===== config.mk =====
export PLATFORM = sky130hd
export DESIGN_NAME = llc_main_ctrl
export DESIGN_NICKNAME = d
export VERILOG_FILES = /design/src/llc_pkg.sv /design/src/llc_main_ctrl.sv
export SDC_FILE = /design/constraint.sdc
export NUM_CORES = 1
export LEC_CHECK = 0
export BUFFER_PORTS_ARGS = -buffer_cell sky130_fd_sc_hd__buf_4
export CAP_MARGIN = 20
export CORE_MARGIN = 2
export CORE_UTILIZATION = 33
export CTS_CLUSTER_SIZE = 12
export DETAILED_ROUTE_END_ITERATION = 16
export PLACE_DENSITY = 0.76
export SYNTH_ARGS = -nofsm -noshare
export SYNTH_HDL_FRONTEND = slang
export SYNTH_SLANG_ARGS = --single-unit

===== constraint.sdc =====
create_clock -name clk -period 1.63 [get_ports clk]
set_clock_uncertainty 0.2 [all_clocks]
set_input_delay 0.2445 -clock clk [delete_from_list [all_inputs] [get_ports clk]]
set_output_delay 0.2445 -clock clk [all_outputs]
set_load 0.1 [all_outputs]

===== src/llc_pkg.sv =====
// Package for the link-layer core control register block
package llc_pkg;
  // Register byte address
  localparam logic [31:0] LLC_MAIN_CTRL_ADDR = 32'h0400_0000;
  // Strobe bit positions
  localparam int LLC_CORE_RST_BIT = 31;
  localparam int LLC_TG_RST_BIT = 30;
  localparam int LLC_REG_RST_BIT = 29;
  localparam int LLC_RF_ABORT_BIT = 26;
  localparam int LLC_ADV_ABORT_BIT = 25;
  localparam int LLC_SCAN_ABORT_BIT = 24;
  // Mode bit positions
  localparam int LLC_MD_OVR_BIT = 22;
  localparam int LLC_SN_DIS_BIT = 21;
  localparam int LLC_NESN_DIS_BIT = 20;
  localparam int LLC_CRYPT_DIS_BIT = 19;
  localparam int LLC_WHIT_DIS_BIT = 18;
  localparam int LLC_CRC_DIS_BIT = 17;
  localparam int LLC_HOP_DIS_BIT = 16;
  // Strobe vector slots
  localparam int LLC_NUM_STB = 6;
  localparam int LLC_STB_CORE = 0;
  localparam int LLC_STB_TG = 1;
  localparam int LLC_STB_REG = 2;
  localparam int LLC_STB_RF = 3;
  localparam int LLC_STB_ADV = 4;
  localparam int LLC_STB_SCAN = 5;
  // Reset values
  localparam logic [5:0] LLC_STB_RST = 6'h00;
  localparam logic [31:0] LLC_RDATA_ZERO = 32'h0000_0000;
  // Transmit CRC fill when CRC handling is disabled
  localparam logic [23:0] LLC_CRC_TX_FILL = 24'h00_0000;
  // AHB encodings
  localparam logic [1:0] LLC_HTRANS_NONSEQ = 2'h2;
  localparam logic [1:0] LLC_HRESP_OKAY = 2'h0;

  typedef struct packed {
    logic more_data_override;
    logic seq_num_disable;
    logic next_expected_seq_disable;
    logic encryption_disable;
    logic whitening_disable;
    logic crc_handling_disable;
    logic hop_remap_disable;
  } llc_mode_t;

  localparam llc_mode_t LLC_MODE_RST = '0;

  typedef enum logic [1:0] {
    LLC_AB_IDLE = 2'b00,
    LLC_AB_TX = 2'b01,
    LLC_AB_RX = 2'b10
  } llc_abort_st_t;
endpackage


===== src/llc_main_ctrl.sv =====
// AHB-Lite register block for the link-layer core main control upper half
// Behaviour
// Bit 31 resets core, self-clears on done
// Bit 30 resets timing generator, self-clears
// Bit 29 resets whole register block, self-clears
// Bit 26 aborts RF test, self-clears
// Infinite transmit abort stops at byte end
// Infinite receive abort finishes packet or stops
// Bit 25 aborts advertising event, self-clears
// Bit 24 ends scan window, self-clears
// Bit 22 forces single exchange per event
// Bits 21/20 hand sequence bits to software
// Bit 19 disables cipher, MIC still generated
// Bit 18 bypasses data whitening
// Bit 17 keeps receive CRC, sends zero CRC
// Bit 16 skips channel remapping
// Reserved bits read zero, writes ignored
//
// Local design decision: the AHB-Lite slave port.
`timescale 1ns/100ps
module llc_main_ctrl
  import llc_pkg::*;
(
  // Clock and reset
  input wire logic clk,
  input wire logic sys_rst,
  // AHB-Lite slave
  input wire logic hsel,
  input wire logic [31:0] haddr,
  input wire logic [1:0] htrans,
  input wire logic hwrite,
  input wire logic [2:0] hsize,
  input wire logic [31:0] hwdata,
  input wire logic hready,
  output logic hreadyout,
  output logic [1:0] hresp,
  output logic [31:0] hrdata,
  // Strobe requests and completions
  output logic core_soft_reset,
  output logic timing_gen_reset_strobe,
  output logic reg_block_reset,
  output logic rf_test_abort_strobe,
  output logic advertising_abort_strobe,
  output logic scan_abort_strobe,
  input wire logic core_reset_done,
  input wire logic timing_gen_reset_done,
  input wire logic adv_abort_done,
  input wire logic scan_abort_done,
  // Packet controller status for RF test abort
  input wire logic infinite_tx_active,
  input wire logic infinite_rx_active,
  input wire logic tx_byte_end,
  input wire logic access_addr_detected,
  input wire logic rx_packet_end,
  output logic tx_stop_crc_close,
  output logic rx_finish_stop,
  output logic rf_switch_off,
  // Mode controls
  input wire logic control_struct_encrypt_enable,
  input wire logic [23:0] crc_calc,
  output llc_mode_t mode,
  output logic payload_cipher_en,
  output logic mic_gen_en,
  output logic rx_crc_strip,
  output logic [23:0] crc_tx
);

  // Bus address phase capture
  logic wr_pend_ff, nxt_wr_pend;
  logic rd_pend_ff, nxt_rd_pend;
  logic hit_ff, nxt_hit;
  logic addr_ok;

  assign addr_ok = hsel && hready && (htrans == LLC_HTRANS_NONSEQ);

  always_comb begin
    nxt_wr_pend = addr_ok && hwrite;
    nxt_rd_pend = addr_ok && !hwrite;
    nxt_hit = addr_ok && (haddr == LLC_MAIN_CTRL_ADDR);
  end

  always_ff @(posedge clk or posedge sys_rst) begin
    if (sys_rst) begin
      wr_pend_ff <= 1'b0;
      rd_pend_ff <= 1'b0;
      hit_ff <= 1'b0;
    end else begin
      wr_pend_ff <= nxt_wr_pend;
      rd_pend_ff <= nxt_rd_pend;
      hit_ff <= nxt_hit;
    end
  end

  assign hreadyout = 1'b1;
  assign hresp = LLC_HRESP_OKAY;

  logic reg_wr;
  assign reg_wr = wr_pend_ff && hit_ff;

  // Strobe and mode registers
  logic [LLC_NUM_STB-1:0] stb_ff, nxt_stb;
  logic [LLC_NUM_STB-1:0] stb_wbit, stb_done;
  llc_mode_t mode_ff, nxt_mode;
  logic rf_done;

  assign stb_wbit = {hwdata[LLC_SCAN_ABORT_BIT], hwdata[LLC_ADV_ABORT_BIT],
                     hwdata[LLC_RF_ABORT_BIT], hwdata[LLC_REG_RST_BIT],
                     hwdata[LLC_TG_RST_BIT], hwdata[LLC_CORE_RST_BIT]};
  // Register reset completes in the cycle it is applied
  assign stb_done = {scan_abort_done, adv_abort_done, rf_done, 1'b1,
                     timing_gen_reset_done, core_reset_done};

  // Written one sets, written zero ignored; a new set beats done
  genvar gi;
  generate
    for (gi = 0; gi < LLC_NUM_STB; gi++) begin : g_stb
      always_comb begin
        nxt_stb[gi] = stb_ff[gi];
        if (stb_ff[gi] && stb_done[gi]) begin
          nxt_stb[gi] = 1'b0;
        end
        if (reg_wr && stb_wbit[gi]) begin
          nxt_stb[gi] = 1'b1;
        end
        if (stb_ff[LLC_STB_REG]) begin
          nxt_stb[gi] = 1'b0;
        end
      end
    end
  endgenerate

  always_comb begin
    nxt_mode = mode_ff;
    if (reg_wr) begin
      nxt_mode.more_data_override = hwdata[LLC_MD_OVR_BIT];
      nxt_mode.seq_num_disable = hwdata[LLC_SN_DIS_BIT];
      nxt_mode.next_expected_seq_disable = hwdata[LLC_NESN_DIS_BIT];
      nxt_mode.encryption_disable = hwdata[LLC_CRYPT_DIS_BIT];
      nxt_mode.whitening_disable = hwdata[LLC_WHIT_DIS_BIT];
      nxt_mode.crc_handling_disable = hwdata[LLC_CRC_DIS_BIT];
      nxt_mode.hop_remap_disable = hwdata[LLC_HOP_DIS_BIT];
    end
    if (stb_ff[LLC_STB_REG]) begin
      nxt_mode = LLC_MODE_RST;
    end
  end

  always_ff @(posedge clk or posedge sys_rst) begin
    if (sys_rst) begin
      stb_ff <= LLC_STB_RST;
      mode_ff <= LLC_MODE_RST;
    end else begin
      stb_ff <= nxt_stb;
      mode_ff <= nxt_mode;
    end
  end

  assign core_soft_reset = stb_ff[LLC_STB_CORE];
  assign timing_gen_reset_strobe = stb_ff[LLC_STB_TG];
  assign reg_block_reset = stb_ff[LLC_STB_REG];
  assign rf_test_abort_strobe = stb_ff[LLC_STB_RF];
  assign advertising_abort_strobe = stb_ff[LLC_STB_ADV];
  assign scan_abort_strobe = stb_ff[LLC_STB_SCAN];
  assign mode = mode_ff;

  // Read-back; unlisted bits stay zero
  always_comb begin
    hrdata = LLC_RDATA_ZERO;
    if (rd_pend_ff && hit_ff) begin
      hrdata[LLC_CORE_RST_BIT] = stb_ff[LLC_STB_CORE];
      hrdata[LLC_TG_RST_BIT] = stb_ff[LLC_STB_TG];
      hrdata[LLC_REG_RST_BIT] = stb_ff[LLC_STB_REG];
      hrdata[LLC_RF_ABORT_BIT] = stb_ff[LLC_STB_RF];
      hrdata[LLC_ADV_ABORT_BIT] = stb_ff[LLC_STB_ADV];
      hrdata[LLC_SCAN_ABORT_BIT] = stb_ff[LLC_STB_SCAN];
      hrdata[LLC_MD_OVR_BIT] = mode_ff.more_data_override;
      hrdata[LLC_SN_DIS_BIT] = mode_ff.seq_num_disable;
      hrdata[LLC_NESN_DIS_BIT] = mode_ff.next_expected_seq_disable;
      hrdata[LLC_CRYPT_DIS_BIT] = mode_ff.encryption_disable;
      hrdata[LLC_WHIT_DIS_BIT] = mode_ff.whitening_disable;
      hrdata[LLC_CRC_DIS_BIT] = mode_ff.crc_handling_disable;
      hrdata[LLC_HOP_DIS_BIT] = mode_ff.hop_remap_disable;
    end
  end

  // RF test abort sequencing
  llc_abort_st_t ab_st_ff, nxt_ab_st;
  logic tx_stop_ff, nxt_tx_stop;
  logic rx_fin_ff, nxt_rx_fin;
  logic rf_off_ff, nxt_rf_off;

  always_comb begin
    nxt_ab_st = ab_st_ff;
    nxt_tx_stop = 1'b0;
    nxt_rx_fin = 1'b0;
    nxt_rf_off = 1'b0;
    rf_done = 1'b0;
    case (ab_st_ff)
      LLC_AB_IDLE: begin
        if (stb_ff[LLC_STB_RF]) begin
          if (infinite_tx_active) begin
            nxt_ab_st = LLC_AB_TX;
          end else if (infinite_rx_active && access_addr_detected) begin
            nxt_ab_st = LLC_AB_RX;
          end else if (infinite_rx_active) begin
            nxt_rf_off = 1'b1;
            rf_done = 1'b1;
          end else begin
            rf_done = 1'b1;
          end
        end
      end
      LLC_AB_TX: begin
        if (tx_byte_end) begin
          nxt_tx_stop = 1'b1;
          rf_done = 1'b1;
          nxt_ab_st = LLC_AB_IDLE;
        end
      end
      LLC_AB_RX: begin
        if (rx_packet_end) begin
          nxt_rx_fin = 1'b1;
          rf_done = 1'b1;
          nxt_ab_st = LLC_AB_IDLE;
        end
      end
      default: begin
        nxt_ab_st = LLC_AB_IDLE;
      end
    endcase
    if (stb_ff[LLC_STB_REG]) begin
      nxt_ab_st = LLC_AB_IDLE;
    end
  end

  always_ff @(posedge clk or posedge sys_rst) begin
    if (sys_rst) begin
      ab_st_ff <= LLC_AB_IDLE;
      tx_stop_ff <= 1'b0;
      rx_fin_ff <= 1'b0;
      rf_off_ff <= 1'b0;
    end else begin
      ab_st_ff <= nxt_ab_st;
      tx_stop_ff <= nxt_tx_stop;
      rx_fin_ff <= nxt_rx_fin;
      rf_off_ff <= nxt_rf_off;
    end
  end

  assign tx_stop_crc_close = tx_stop_ff;
  assign rx_finish_stop = rx_fin_ff;
  assign rf_switch_off = rf_off_ff;

  // Datapath effects of mode bits
  logic cipher_ff, nxt_cipher;
  logic mic_ff, nxt_mic;
  logic strip_ff, nxt_strip;
  logic [23:0] crc_tx_ff, nxt_crc_tx;

  always_comb begin
    nxt_cipher = control_struct_encrypt_enable &&
                 !mode_ff.encryption_disable;
    nxt_mic = control_struct_encrypt_enable;
    nxt_strip = !mode_ff.crc_handling_disable;
    nxt_crc_tx = mode_ff.crc_handling_disable ? LLC_CRC_TX_FILL
                                              : crc_calc;
  end

  always_ff @(posedge clk or posedge sys_rst) begin
    if (sys_rst) begin
      cipher_ff <= 1'b0;
      mic_ff <= 1'b0;
      strip_ff <= 1'b1;
      crc_tx_ff <= LLC_CRC_TX_FILL;
    end else begin
      cipher_ff <= nxt_cipher;
      mic_ff <= nxt_mic;
      strip_ff <= nxt_strip;
      crc_tx_ff <= nxt_crc_tx;
    end
  end

  assign payload_cipher_en = cipher_ff;
  assign mic_gen_en = mic_ff;
  assign rx_crc_strip = strip_ff;
  assign crc_tx = crc_tx_ff;
endmodule // llc_main_ctrl


==> results.md, run 1 <==
* Status: finished with violations
* Failing checks: negative setup slack
* Inserted Diodes at 0
* CP required at 1.19 ns
* Total Routing Usage GR at 19.1%
* DR pass1 iterations at 4
* CTS tree: yes
* Worst Hold Class: input port to register
* First-pass GRT wire length at 9600 um
* Crit path cell chain: buf_12 -> and3_4 -> buf_12
* Multi-input logic area at 754 um2
* GR Layer Usage met3 at 4.13%
* VDD IR max at 0.369 mV
* Commonest cells post-synth: 47 x dfrtp_1, 30 x nor2b_1, 22 x buf_4
* Non-Filler Instances at 454
* Total gr overflow at 0
* Period utilisation layout at 101%
* Filler cells at 434
* FP Rows at 28
* Xor/xnor share of the synthesized area at 0%
* Clk root buf: clkbuf_8
* Post-Syn Area per Cell at 11.0 um2
* Combinational family with the most area after synthesis: simple AND/OR/NAND/NOR gates
* Pwr per Cell Area at 621 nW/um2
* Post-Route WL at 6650 um
* Yosys cell types at 27
* Critical Path AT at 1.20 ns
* Number of global-route vias before repair at 2,107
* Ports at 186
* Vias per cell at 4.54
* Setup TNS at -0.0723 ns
* CTS Buffer Depth at 2
* DP HPWL at 4430 um
* GR peak layer: met2
* TritonCTS Buffers at 5
* Simple-gate share of the synthesized area at 25.2%
* Worst Path Max Fanout at 15
* Top cells by area, synth: dfrtp_1 58%, nor2b_1 9.3%, buf_4 8.2%
* H-tree lvl count at 2
* Layout overhead on the synthesized area at 96.4%
* DRT iter0 DRCs at 89
* Synth Instances at 184
* Post-synth ARST share at 100%
* Largest net degree at the start of global routing at 49
* Detailed-route DRC error count at 0
* Syn Std Cell Area at 2020 um2
* Startpoint class of the critical path: register
* Initial Utilization at 34.1%
* Mux contribution to synthesized area at 0.558%
* Die area at 6760 um2
* Antenna violations before repair at 0
* Min Tclk post-route at 1.64 ns
* RSZ-0062 raised after global routing: true
* Seq/Total Area, Yosys at 59.6%
* Ys Warns at 0
* Die Wd at 82.2 um
* Post-route cell area at 3960 um2
* Post-synth EDFFs at 0
* Layout cell share with drive strength beyond 1 at 49.6%
* Global Route met2 Usage at 39.6%
* Fin nets at 486
* R2R depth at 4
* Synth top area share at 58.3%
* Leakage power at 1.98 nW
* Clk slew on worst S/H paths at 0.08 ns
* Vias at 2,063
* Sequential cell area at 1220 um2
* DR WL/cell at 14.6 um
* Most frequent cell after synthesis: dfrtp_1
* Nature of the critical path endpoint: output port
* Final setup violation count at 11
* Die H at 82.2 um
* Worst Hold Path Cells at 2
* Seq cells post-synth at 48
* CP dominant cell by count: buf_12
* Post-route setup slack at -0.0132 ns
* Fmax at 609 MHz
* Setup CP Type: register to output port
* Reg2Reg Setup Slack at 0.15 ns
* Placed cell count at 398
* GPL Wtd Cong at 0.746
* Met1 Resource Use GR at 18.0%
* Synth Area in Adders at 0%
* Max-slew violation count at 0
* Crit-path max cell delay at 0.38 ns
* Core footprint at 5920 um2
* Placement Cell Area at 3230 um2
* Final hold vios at 0
* Clk_lat worst skew at 0.29 ns
* Slowest cell on crit path: dfrtp_1
* Synth Area in Compound Gates at 4.34%
* Top FF cell, synth: dfrtp_1
* Max Cap Viol at 0
* Port bufs at 141
* Clock Sinks at 48
* Post-DRT Antenna Nets at 0
* Yosys top cell by area: dfrtp_1
layout by cell type, fill, tap and decap left out, types with 6 or more instances in the layout:
master and instances:
buf_4 132, dlygate4sd3_1 47, dfrtp_1 34, nor2b_1 30, conb_1 22, nand2_1 18
buf_12 16, and3_4 13, a21oi_1 11, dfrtp_2 11, nor4_1 7, nor2_1 6
clkbuf_8 6
sequential cells by signal, summed over array words and instances, names as in the netlist:
register	flops
payload_cipher_en	1
rd_pend_ff	1
wr_pend_ff	1
mode	7
stb_ff	6
rx_crc_strip	1
crc_tx	24
hit_ff	1
tx_stop_crc_close	1
rf_switch_off	1
mic_gen_en	1
rx_finish_stop	1
ab_st_ff	2
worst paths after layout:
| kind | to | startpoint |
|---|---|---|
| min | crc_tx[8] | crc_calc[8] |
| max reg2reg | mode[2] | hit_ff |
| min in group asynchronous | payload_cipher_en | sys_rst |
| max in group asynchronous | rx_crc_strip | sys_rst |
| max | hrdata[31] | hit_ff |
| min reg2reg | payload_cipher_en | mode[3] |
routing by layer:
layer	part of all wire (%)	up-vias
li1	-	953
met1	34	994
met2	58	110
met3	7.5	6
met4	0.92	0
met5	0	-
stage by stage:
step                hold WS [ns]  setup WS (ns)  total power [mW]  util (%)
floorplan                 0.0734        -0.0831              1.52         -
global placement           0.139          0.163              1.66      54.5
detailed placement         0.143          0.127              1.66      54.5
CTS                      0.00456        -0.0218              2.49      66.9
global route             0.00364        -0.0565              2.57      66.9
finish                    0.0176        -0.0132              2.46      66.9
cells by family (layout without fill, tap and decap cells):
group / after synthesis / count (layout)
buffers and inverters: 31 / 206
AO/OA/AOI/OAI: 14 / 14
other: 2 / 22
multiplexers: 1 / 1
AND/OR/NAND/NOR: 88 / 88
flip-flops: 48 / 48
layout make-up:
class                           instances  share of cell area [%]
Timing Repair Buffer                  195                    44.9
Clock buffer                            7                    2.18
Sequential cell                        48                    30.9
Inverter                                3                   0.379
Clock inverter                          1                   0.221
Tap cell                               75                    2.37
Multi-Input combinational cell        125                    19.0
power breakdown:
part	internal, mW	total (mW)	leakage [nW]	switching (mW)
sequential	1.19	1.19	0.616	0.000722
combinational	0.223	0.538	1.32	0.315
clock	0.348	0.730	0.0484	0.382
what timing repair did:
item | in CTS | in global routing
endpoints found under the setup margin | 13 | 13
gates resized for setup | 39 | 0
buffers inserted | 1 | 0
hold buffers | 47 | 0
pin swaps | 0 | 2
hold endpoints to repair | 88 | 0
critical path: cells and delay by family, from the launching register on:
kind / cells / cell delay [ns]
buf+inv: 2 / 0.32
simple gates: 1 / 0.21
flops: 1 / 0.38
(Power assumes the default switching activity.)
==> run 2, diff against run 1 <==
--- a/config.mk
+++ b/config.mk
@@ -12,6 +12,7 @@
 export CTS_CLUSTER_SIZE = 12
 export DETAILED_ROUTE_END_ITERATION = 16
 export PLACE_DENSITY = 0.76
+export RECOVER_POWER = 25
 export SYNTH_ARGS = -nofsm -noshare
 export SYNTH_HDL_FRONTEND = slang
 export SYNTH_SLANG_ARGS = --single-unit
==> run 2 against run 1 <==
The run still ends with negative setup slack left. Register-to-register slack better by 0.02 ns. Cell area shrank 0.41%. Non-clock buffer count is the same. Global-route usage is the same. Sequential power barely moved. First-iteration DRC count decreased by 10%. Cell count unchanged. Maximum frequency hardly changed. Sequential cell count stayed put. Clock power is essentially flat. Critical endpoint unchanged.
==> results.md, run 2 (synthesis results as in run 1) <==
* Startpoint class of the critical path: register
* Fin nets at 486 (unchanged)
* WL met3 at 503 um (+0.80%)
* VDD IR max at 0.366 mV (-0.76%)
* Largest net degree at the start of global routing at 49 (unchanged)
* Fmax at 609 MHz (about the same)
* DP HPWL at 4430 um (unchanged)
* Clk root buf: clkbuf_8
* Antenna violations before repair at 0 (unchanged)
* Place WS at 0.127 ns (unchanged)
* Port bufs at 141 (unchanged)
* Crit path cell chain: buf_12 -> and3_4 -> buf_12
* Leakage power at 1.97 nW (-0.45%)
* Slowest cell on crit path: dfrtp_1
* Detailed-route DRC error count at 0 (unchanged)
* Clock Sinks at 48 (unchanged)
* Die area at 6760 um2 (unchanged)
* Vias at 2,060 (-0.15%)
* Inserted Diodes at 0 (unchanged)
* Met2 Wirelength at 3810 um (-0.31%)
* GPL Wtd Cong at 0.746 (unchanged)
* TritonCTS Buffers at 5 (unchanged)
* DR WL/cell at 14.6 um (-0.23%)
* DRT met1 WL at 2250 um (-0.31%)
* Die H at 82.2 um (unchanged)
* CP delay by family, top: flip-flops
* Psw at 0.697 mW (-0.19%)
* Combinational share of power at 21.7% (-0.2 points)
* Most common cell after layout, fill and taps aside: buf_4
* Worst Path Max Fanout at 15 (unchanged)
* Vias per cell at 4.54 (-0.15%)
* Crit-path max cell delay at 0.38 ns (about the same)
* Sw frac at 28.4% (about the same)
* Critical Path AT at 1.20 ns (about the same)
* Post-DRT Antenna Nets at 0 (unchanged)
* WP buf/inv at 2 (unchanged)
* Nature of the critical path endpoint: output port
* Design Power at 2.45 mW (-0.26%)
* Ports at 186 (unchanged)
* Failing checks: negative setup slack
* Layout cell share with drive strength beyond 1 at 49.3% (-0.26 points)
* Total Routing Usage GR at 19.1% (unchanged)
* Number of global-route vias before repair at 2,107 (unchanged)
* FP Rows at 28 (unchanged)
* Core Util, Final at 66.7% (-0.27 points)
* Die Wd at 82.2 um (unchanged)
* Min Tclk post-route at 1.64 ns (-0.000400 ns)
* Setup TNS at -0.0610 ns (+0.0113 ns)
* Cell Int Power at 1.76 mW (-0.28%)
* Clock Power Share at 29.7% (about the same)
* H-tree lvl count at 2 (unchanged)
* Largest register FFs at 24 (unchanged)
* Initial Utilization at 34.1% (unchanged)
* Worst-margin pin slew at 0.665 ns
* Clk_lat worst skew at 0.29 ns (about the same)
* Max-slew violation count at 0 (unchanged)
* Final setup violation count at 10 (-1)
* Most frequent cells in the layout: 129 x buf_4, 47 x dlygate4sd3_1, 34 x dfrtp_1
* CP dominant cell by count: buf_12
* Post-Route WL at 6630 um (-0.23%)
* DRT iter0 DRCs at 80 (-10%)
* First-pass GRT wire length at 9600 um (unchanged)
* Uppermost layer routed: met4
* Post-route setup slack at -0.0128 ns (+0.000400 ns)
* Setup CP Type: register to output port
* CTS tree: yes
* Flop pwr share at 48.6% (about the same)
* CP required at 1.19 ns (about the same)
* Core footprint at 5920 um2 (unchanged)
* Total gr overflow at 0 (unchanged)
* Layout overhead on the synthesized area at 95.6%
* RSZ-0062 raised after global routing: true
* Relative slew slack at 55.7%
* DR pass1 iterations at 4 (unchanged)
* Period utilisation layout at 101% (about the same)
* Final hold vios at 0 (unchanged)
* Worst Hold Class: input port to register
* Pwr per Cell Area at 622 nW/um2 (+0.15%)
* Max Cap Viol at 0 (unchanged)
* Status: finished with violations
* Clk slew on worst S/H paths at 0.08 ns (about the same)
* CTS Buffer Depth at 2 (unchanged)
[run 2: cell count changes in the layout (fill, tap and decap cells not counted), sizes merged]
cell / before / now
clkbuf: 7 / 11
buf: 148 / 144
[run 2: worst paths after layout]
kind                             startpoint                end  slack [ns]  cells after the start
max in group asynchronous           sys_rst          stb_ff[2]        0.16                      4
worst max register to register       hit_ff            mode[2]        0.17                      4
worst min register to register      mode[3]  payload_cipher_en        0.28                      1
worst max-delay path                 hit_ff         hrdata[31]       -0.01                      3
worst min-delay path            crc_calc[8]          crc_tx[8]        0.01                      2
min in group asynchronous           sys_rst            mode[1]        0.57                      4
[run 2: metal layers]
layer,up-vias,GRT usage (%)
li1,953,-
met1,990,18.0
met2,111,39.6
met3,6,4.13
met4,0,6.33
met5,-,0
[run 2: through the flow]
step	hold slack (ns)	instances	cell area (um2)
4_1_cts	0.00456	454	3960
3_5_place_dp	0.143	398	3230
6_report	0.0107	454	3950
3_3_place_gp	0.139	398	3230
2_1_floorplan	0.0734	204	2180
5_1_grt	0.00364	454	3950
[run 2: area by class of cell]
class | instances | area [um2]
Clock inverter | 1 | 8.76
Fill cell | 438 | 1970
Multi-Input combinational cell | 125 | 754
Tap cell | 75 | 93.8
Inverter | 3 | 15.0
Sequential cell | 48 | 1220
Clock buffer | 7 | 86.3
Timing Repair Buffer | 195 | 1770
[run 2: power groups by stage]
stage          Sequential, mW  Combinational [mW]  Clock [mW]
2_1_floorplan            1.23               0.297           0
6_report                 1.19               0.533       0.729
5_1_grt                  1.19               0.556       0.815
3_3_place_gp             1.22               0.440           0
4_1_cts                  1.19               0.535       0.760
3_5_place_dp             1.22               0.444           0
[run 2: what timing repair did]
item,CTS,global route
pin swaps,0,2
endpoints found under the hold margin,88,0
setup buffers,1,0
hold buffers,47,0
setup endpoints to repair,13,13
resized for setup,39,0
==> run 3, diff against run 2 <==
--- a/config.mk
+++ b/config.mk
@@ -7,11 +7,10 @@
 export LEC_CHECK = 0
 export BUFFER_PORTS_ARGS = -buffer_cell sky130_fd_sc_hd__buf_4
 export CAP_MARGIN = 20
-export CORE_MARGIN = 2
-export CORE_UTILIZATION = 33
+export CORE_UTILIZATION = 37
 export CTS_CLUSTER_SIZE = 12
 export DETAILED_ROUTE_END_ITERATION = 16
-export PLACE_DENSITY = 0.76
+export PLACE_DENSITY = 0.8
 export RECOVER_POWER = 25
 export SYNTH_ARGS = -nofsm -noshare
 export SYNTH_HDL_FRONTEND = slang
==> constraint.sdc (replaced) <==
create_clock -name clk -period 1.59 [get_ports clk]
set_clock_uncertainty 0.2 [all_clocks]
set_input_delay 0.2385 -clock clk [delete_from_list [all_inputs] [get_ports clk]]
set_output_delay 0.2385 -clock clk [all_outputs]
set_load 0.1 [all_outputs]
==> run 3 against run 2 <==
Count of clock-buffer cells in the layout shrank 2. Clock power is 44% higher. Utilization increased by 11 points. Power is 15% higher. Combinational power increased by 4%. Worst setup slack got worse by 0.035 ns. Global-route usage increased by 3.5 points. Non-clock buffer count is 1 higher. The run still ends with negative setup slack left. Cell area rose by 1.2%.
==> results.md, run 3 (synthesis results as in run 1) <==
* Die H at 75.9 um (-7.7%)
* Setup TNS at -0.535 ns (-0.474 ns)
* Largest register FFs at 24 (unchanged)
* Placement Cell Area at 3220 um2 (-0.27%)
* Startpoint class of the critical path: register
* Max-slew violation count at 0 (unchanged)
* Antenna violations before repair at 0 (unchanged)
* Layout cell share with drive strength beyond 1 at 49.2% (-0.13 points)
* Number of global-route vias before repair at 2,009 (-4.7%)
* Die Wd at 75.9 um (-7.7%)
* RSZ-0062 raised after global routing: true
* TritonCTS Buffers at 5 (unchanged)
* Nature of the critical path endpoint: output port
* CTS tree: yes
* Filler cells at 337 (-23%)
* Post-route cell area at 3990 um2 (+1.2%)
* Flop pwr share at 43.2% (-5.4 points)
* GPL Wtd Cong at 0.741 (-0.66%)
* DRT iter0 DRCs at 48 (-40%)
* Placed cell count at 394 (-1.0%)
* Sequential cell area at 1230 um2 (+0.21%)
* First-pass GRT wire length at 9470 um (-1.4%)
* Critical Path AT at 1.20 ns (about the same)
* Clk root buf: clkbuf_8
* Ports at 186 (unchanged)
* VDD IR max at 0.488 mV (+33%)
* Cell Int Power at 2.08 mW (+19%)
* Port bufs at 141 (unchanged)
* Vias per cell at 4.56 (+0.45%)
* Worst Hold Class: input port to register
* Non-Filler Instances at 450 (-0.88%)
* Min Tclk post-route at 1.64 ns
* Total gr overflow at 0 (unchanged)
* Post-route setup slack at -0.0482 ns (-0.0354 ns)
* Place WS at 0.0682 ns (-0.0592 ns)
* Largest net degree at the start of global routing at 26 (-47%)
* Total Routing Usage GR at 22.7% (+3.5 points)
* Setup CP Type: register to output port
* Multi-input logic area at 754 um2 (unchanged)
* Psw at 0.744 mW (+6.8%)
* Relative slew slack at 66.2% (+10 points)
* Pwr per Cell Area at 708 nW/um2 (+14%)
* Post-Route WL at 6490 um (-2.2%)
* Fin nets at 487 (+0.21%)
* Worst-margin pin slew at 0.508 ns (-0.157 ns)
* Vias at 2,051 (-0.44%)
* Most frequent cells in the layout: 128 x buf_4, 48 x dlygate4sd3_1, 34 x dfrtp_1
* Post-CTS Setup Inserts at 0 (-1)
* Sw frac at 26.3% (-2.1 points)
* Period utilisation layout at 103%
* Clock Power Share at 37.3% (+7.6 points)
* Clock Sinks at 48 (unchanged)
* Die area at 5750 um2 (-15%)
* Most common cell after layout, fill and taps aside: buf_4
* FP Rows at 26 (-7.1%)
* Worst Path Max Fanout at 13 (-2)
* DP HPWL at 4260 um (-3.9%)
* Initial Utilization at 39.0% (+4.9 points)
* Failing checks: negative setup slack
* Max Cap Viol at 0 (unchanged)
* Post-DRT Antenna Nets at 0 (unchanged)
* CTS Buffer Depth at 2 (unchanged)
* Clk_lat worst skew at 0.30 ns (about the same)
* Final hold vios at 0 (unchanged)
* Fmax at 610 MHz
* Core footprint at 5170 um2 (-13%)
* DR pass1 iterations at 4 (unchanged)
* Detailed-route DRC error count at 0 (unchanged)
* Combinational share of power at 19.5% (-2.2 points)
* CP required at 1.15 ns (-0.04 ns)
* Inserted Diodes at 0 (unchanged)
* H-tree lvl count at 2 (unchanged)
* Layout overhead on the synthesized area at 97.9%
* Core Util, Final at 77.2% (+11 points)
* DR WL/cell at 14.4 um (-1.3%)
* Status: finished with violations
* Clk slew on worst S/H paths at 0.09 ns (about the same)
* Leakage power at 2.00 nW (+1.3%)
* Final setup violation count at 13 (+3)
-- run 3: path summary, 6_finish.rpt --
| path | startpoint | end | slack [ns] | cells after the start |
|---|---|---|---|---|
| max reg2reg | hit_ff | stb_ff[3] | 0.18 | 4 |
| max | rd_pend_ff | hrdata[29] | -0.05 | 3 |
| min | haddr[30] | hit_ff | 0.005 | 4 |
| min reg2reg | mode[3] | payload_cipher_en | 0.27 | 1 |
| max in group asynchronous | sys_rst | crc_tx[15] | 0.41 | 4 |
| min in group asynchronous | sys_rst | mode[1] | 0.31 | 3 |
-- run 3: what timing repair did --
action,4_1_cts,5_1_grt
endpoints found under the hold margin,59,0
gates resized for setup,40,1
setup endpoints to repair,13,22
pin swaps,2,0
hold buffers,48,0
-- run 3: area by class of cell --
| type | instances | share of cell area [%] |
|---|---|---|
| clock buffer | 5 | 1.72 |
| multi-input combinational | 125 | 18.9 |
| timing repair buffer | 196 | 44.4 |
| inverter | 3 | 0.376 |
| tap | 70 | 2.19 |
| sequential | 48 | 30.7 |
| clock inverter | 3 | 1.72 |
-- run 3: metrics by stage --
stage | hold WS (ns) | total power, mW
after detailed placement | 0.0936 | 1.70
after CTS | 0.00345 | 2.84
after global placement | 0.0878 | 1.70
final | 0.00527 | 2.83
after floorplan | 0.0675 | 1.56
after global routing | 0.00447 | 2.91
-- run 3: power groups by stage --
| stage | clock network (mW) | logic (mW) | registers (mW) |
|---|---|---|---|
| 3_5_place_dp | 0 | 0.453 | 1.25 |
| 4_1_cts | 1.07 | 0.549 | 1.22 |
| 6_report | 1.05 | 0.552 | 1.22 |
| 3_3_place_gp | 0 | 0.449 | 1.25 |
| 2_1_floorplan | 0 | 0.305 | 1.26 |
| 5_1_grt | 1.11 | 0.579 | 1.22 |
-- run 3: per-layer routing --
metal | up-vias | track usage (%) | wire length [um] | share of wire (%)
met5 | - | 0 | 0 | 0
met4 | 0 | 8.44 | 130 | 2.0
met3 | 12 | 5.42 | 514 | 7.9
met2 | 114 | 45.8 | 3670 | 57
met1 | 968 | 21.7 | 2170 | 33
li1 | 957 | - | - | -
-- run 3: critical path: stages (launching register included) --
cell and delay (ns):
dfrtp_1 0.38, buf_12 0.14, and3_4 0.19, buf_12 0.17
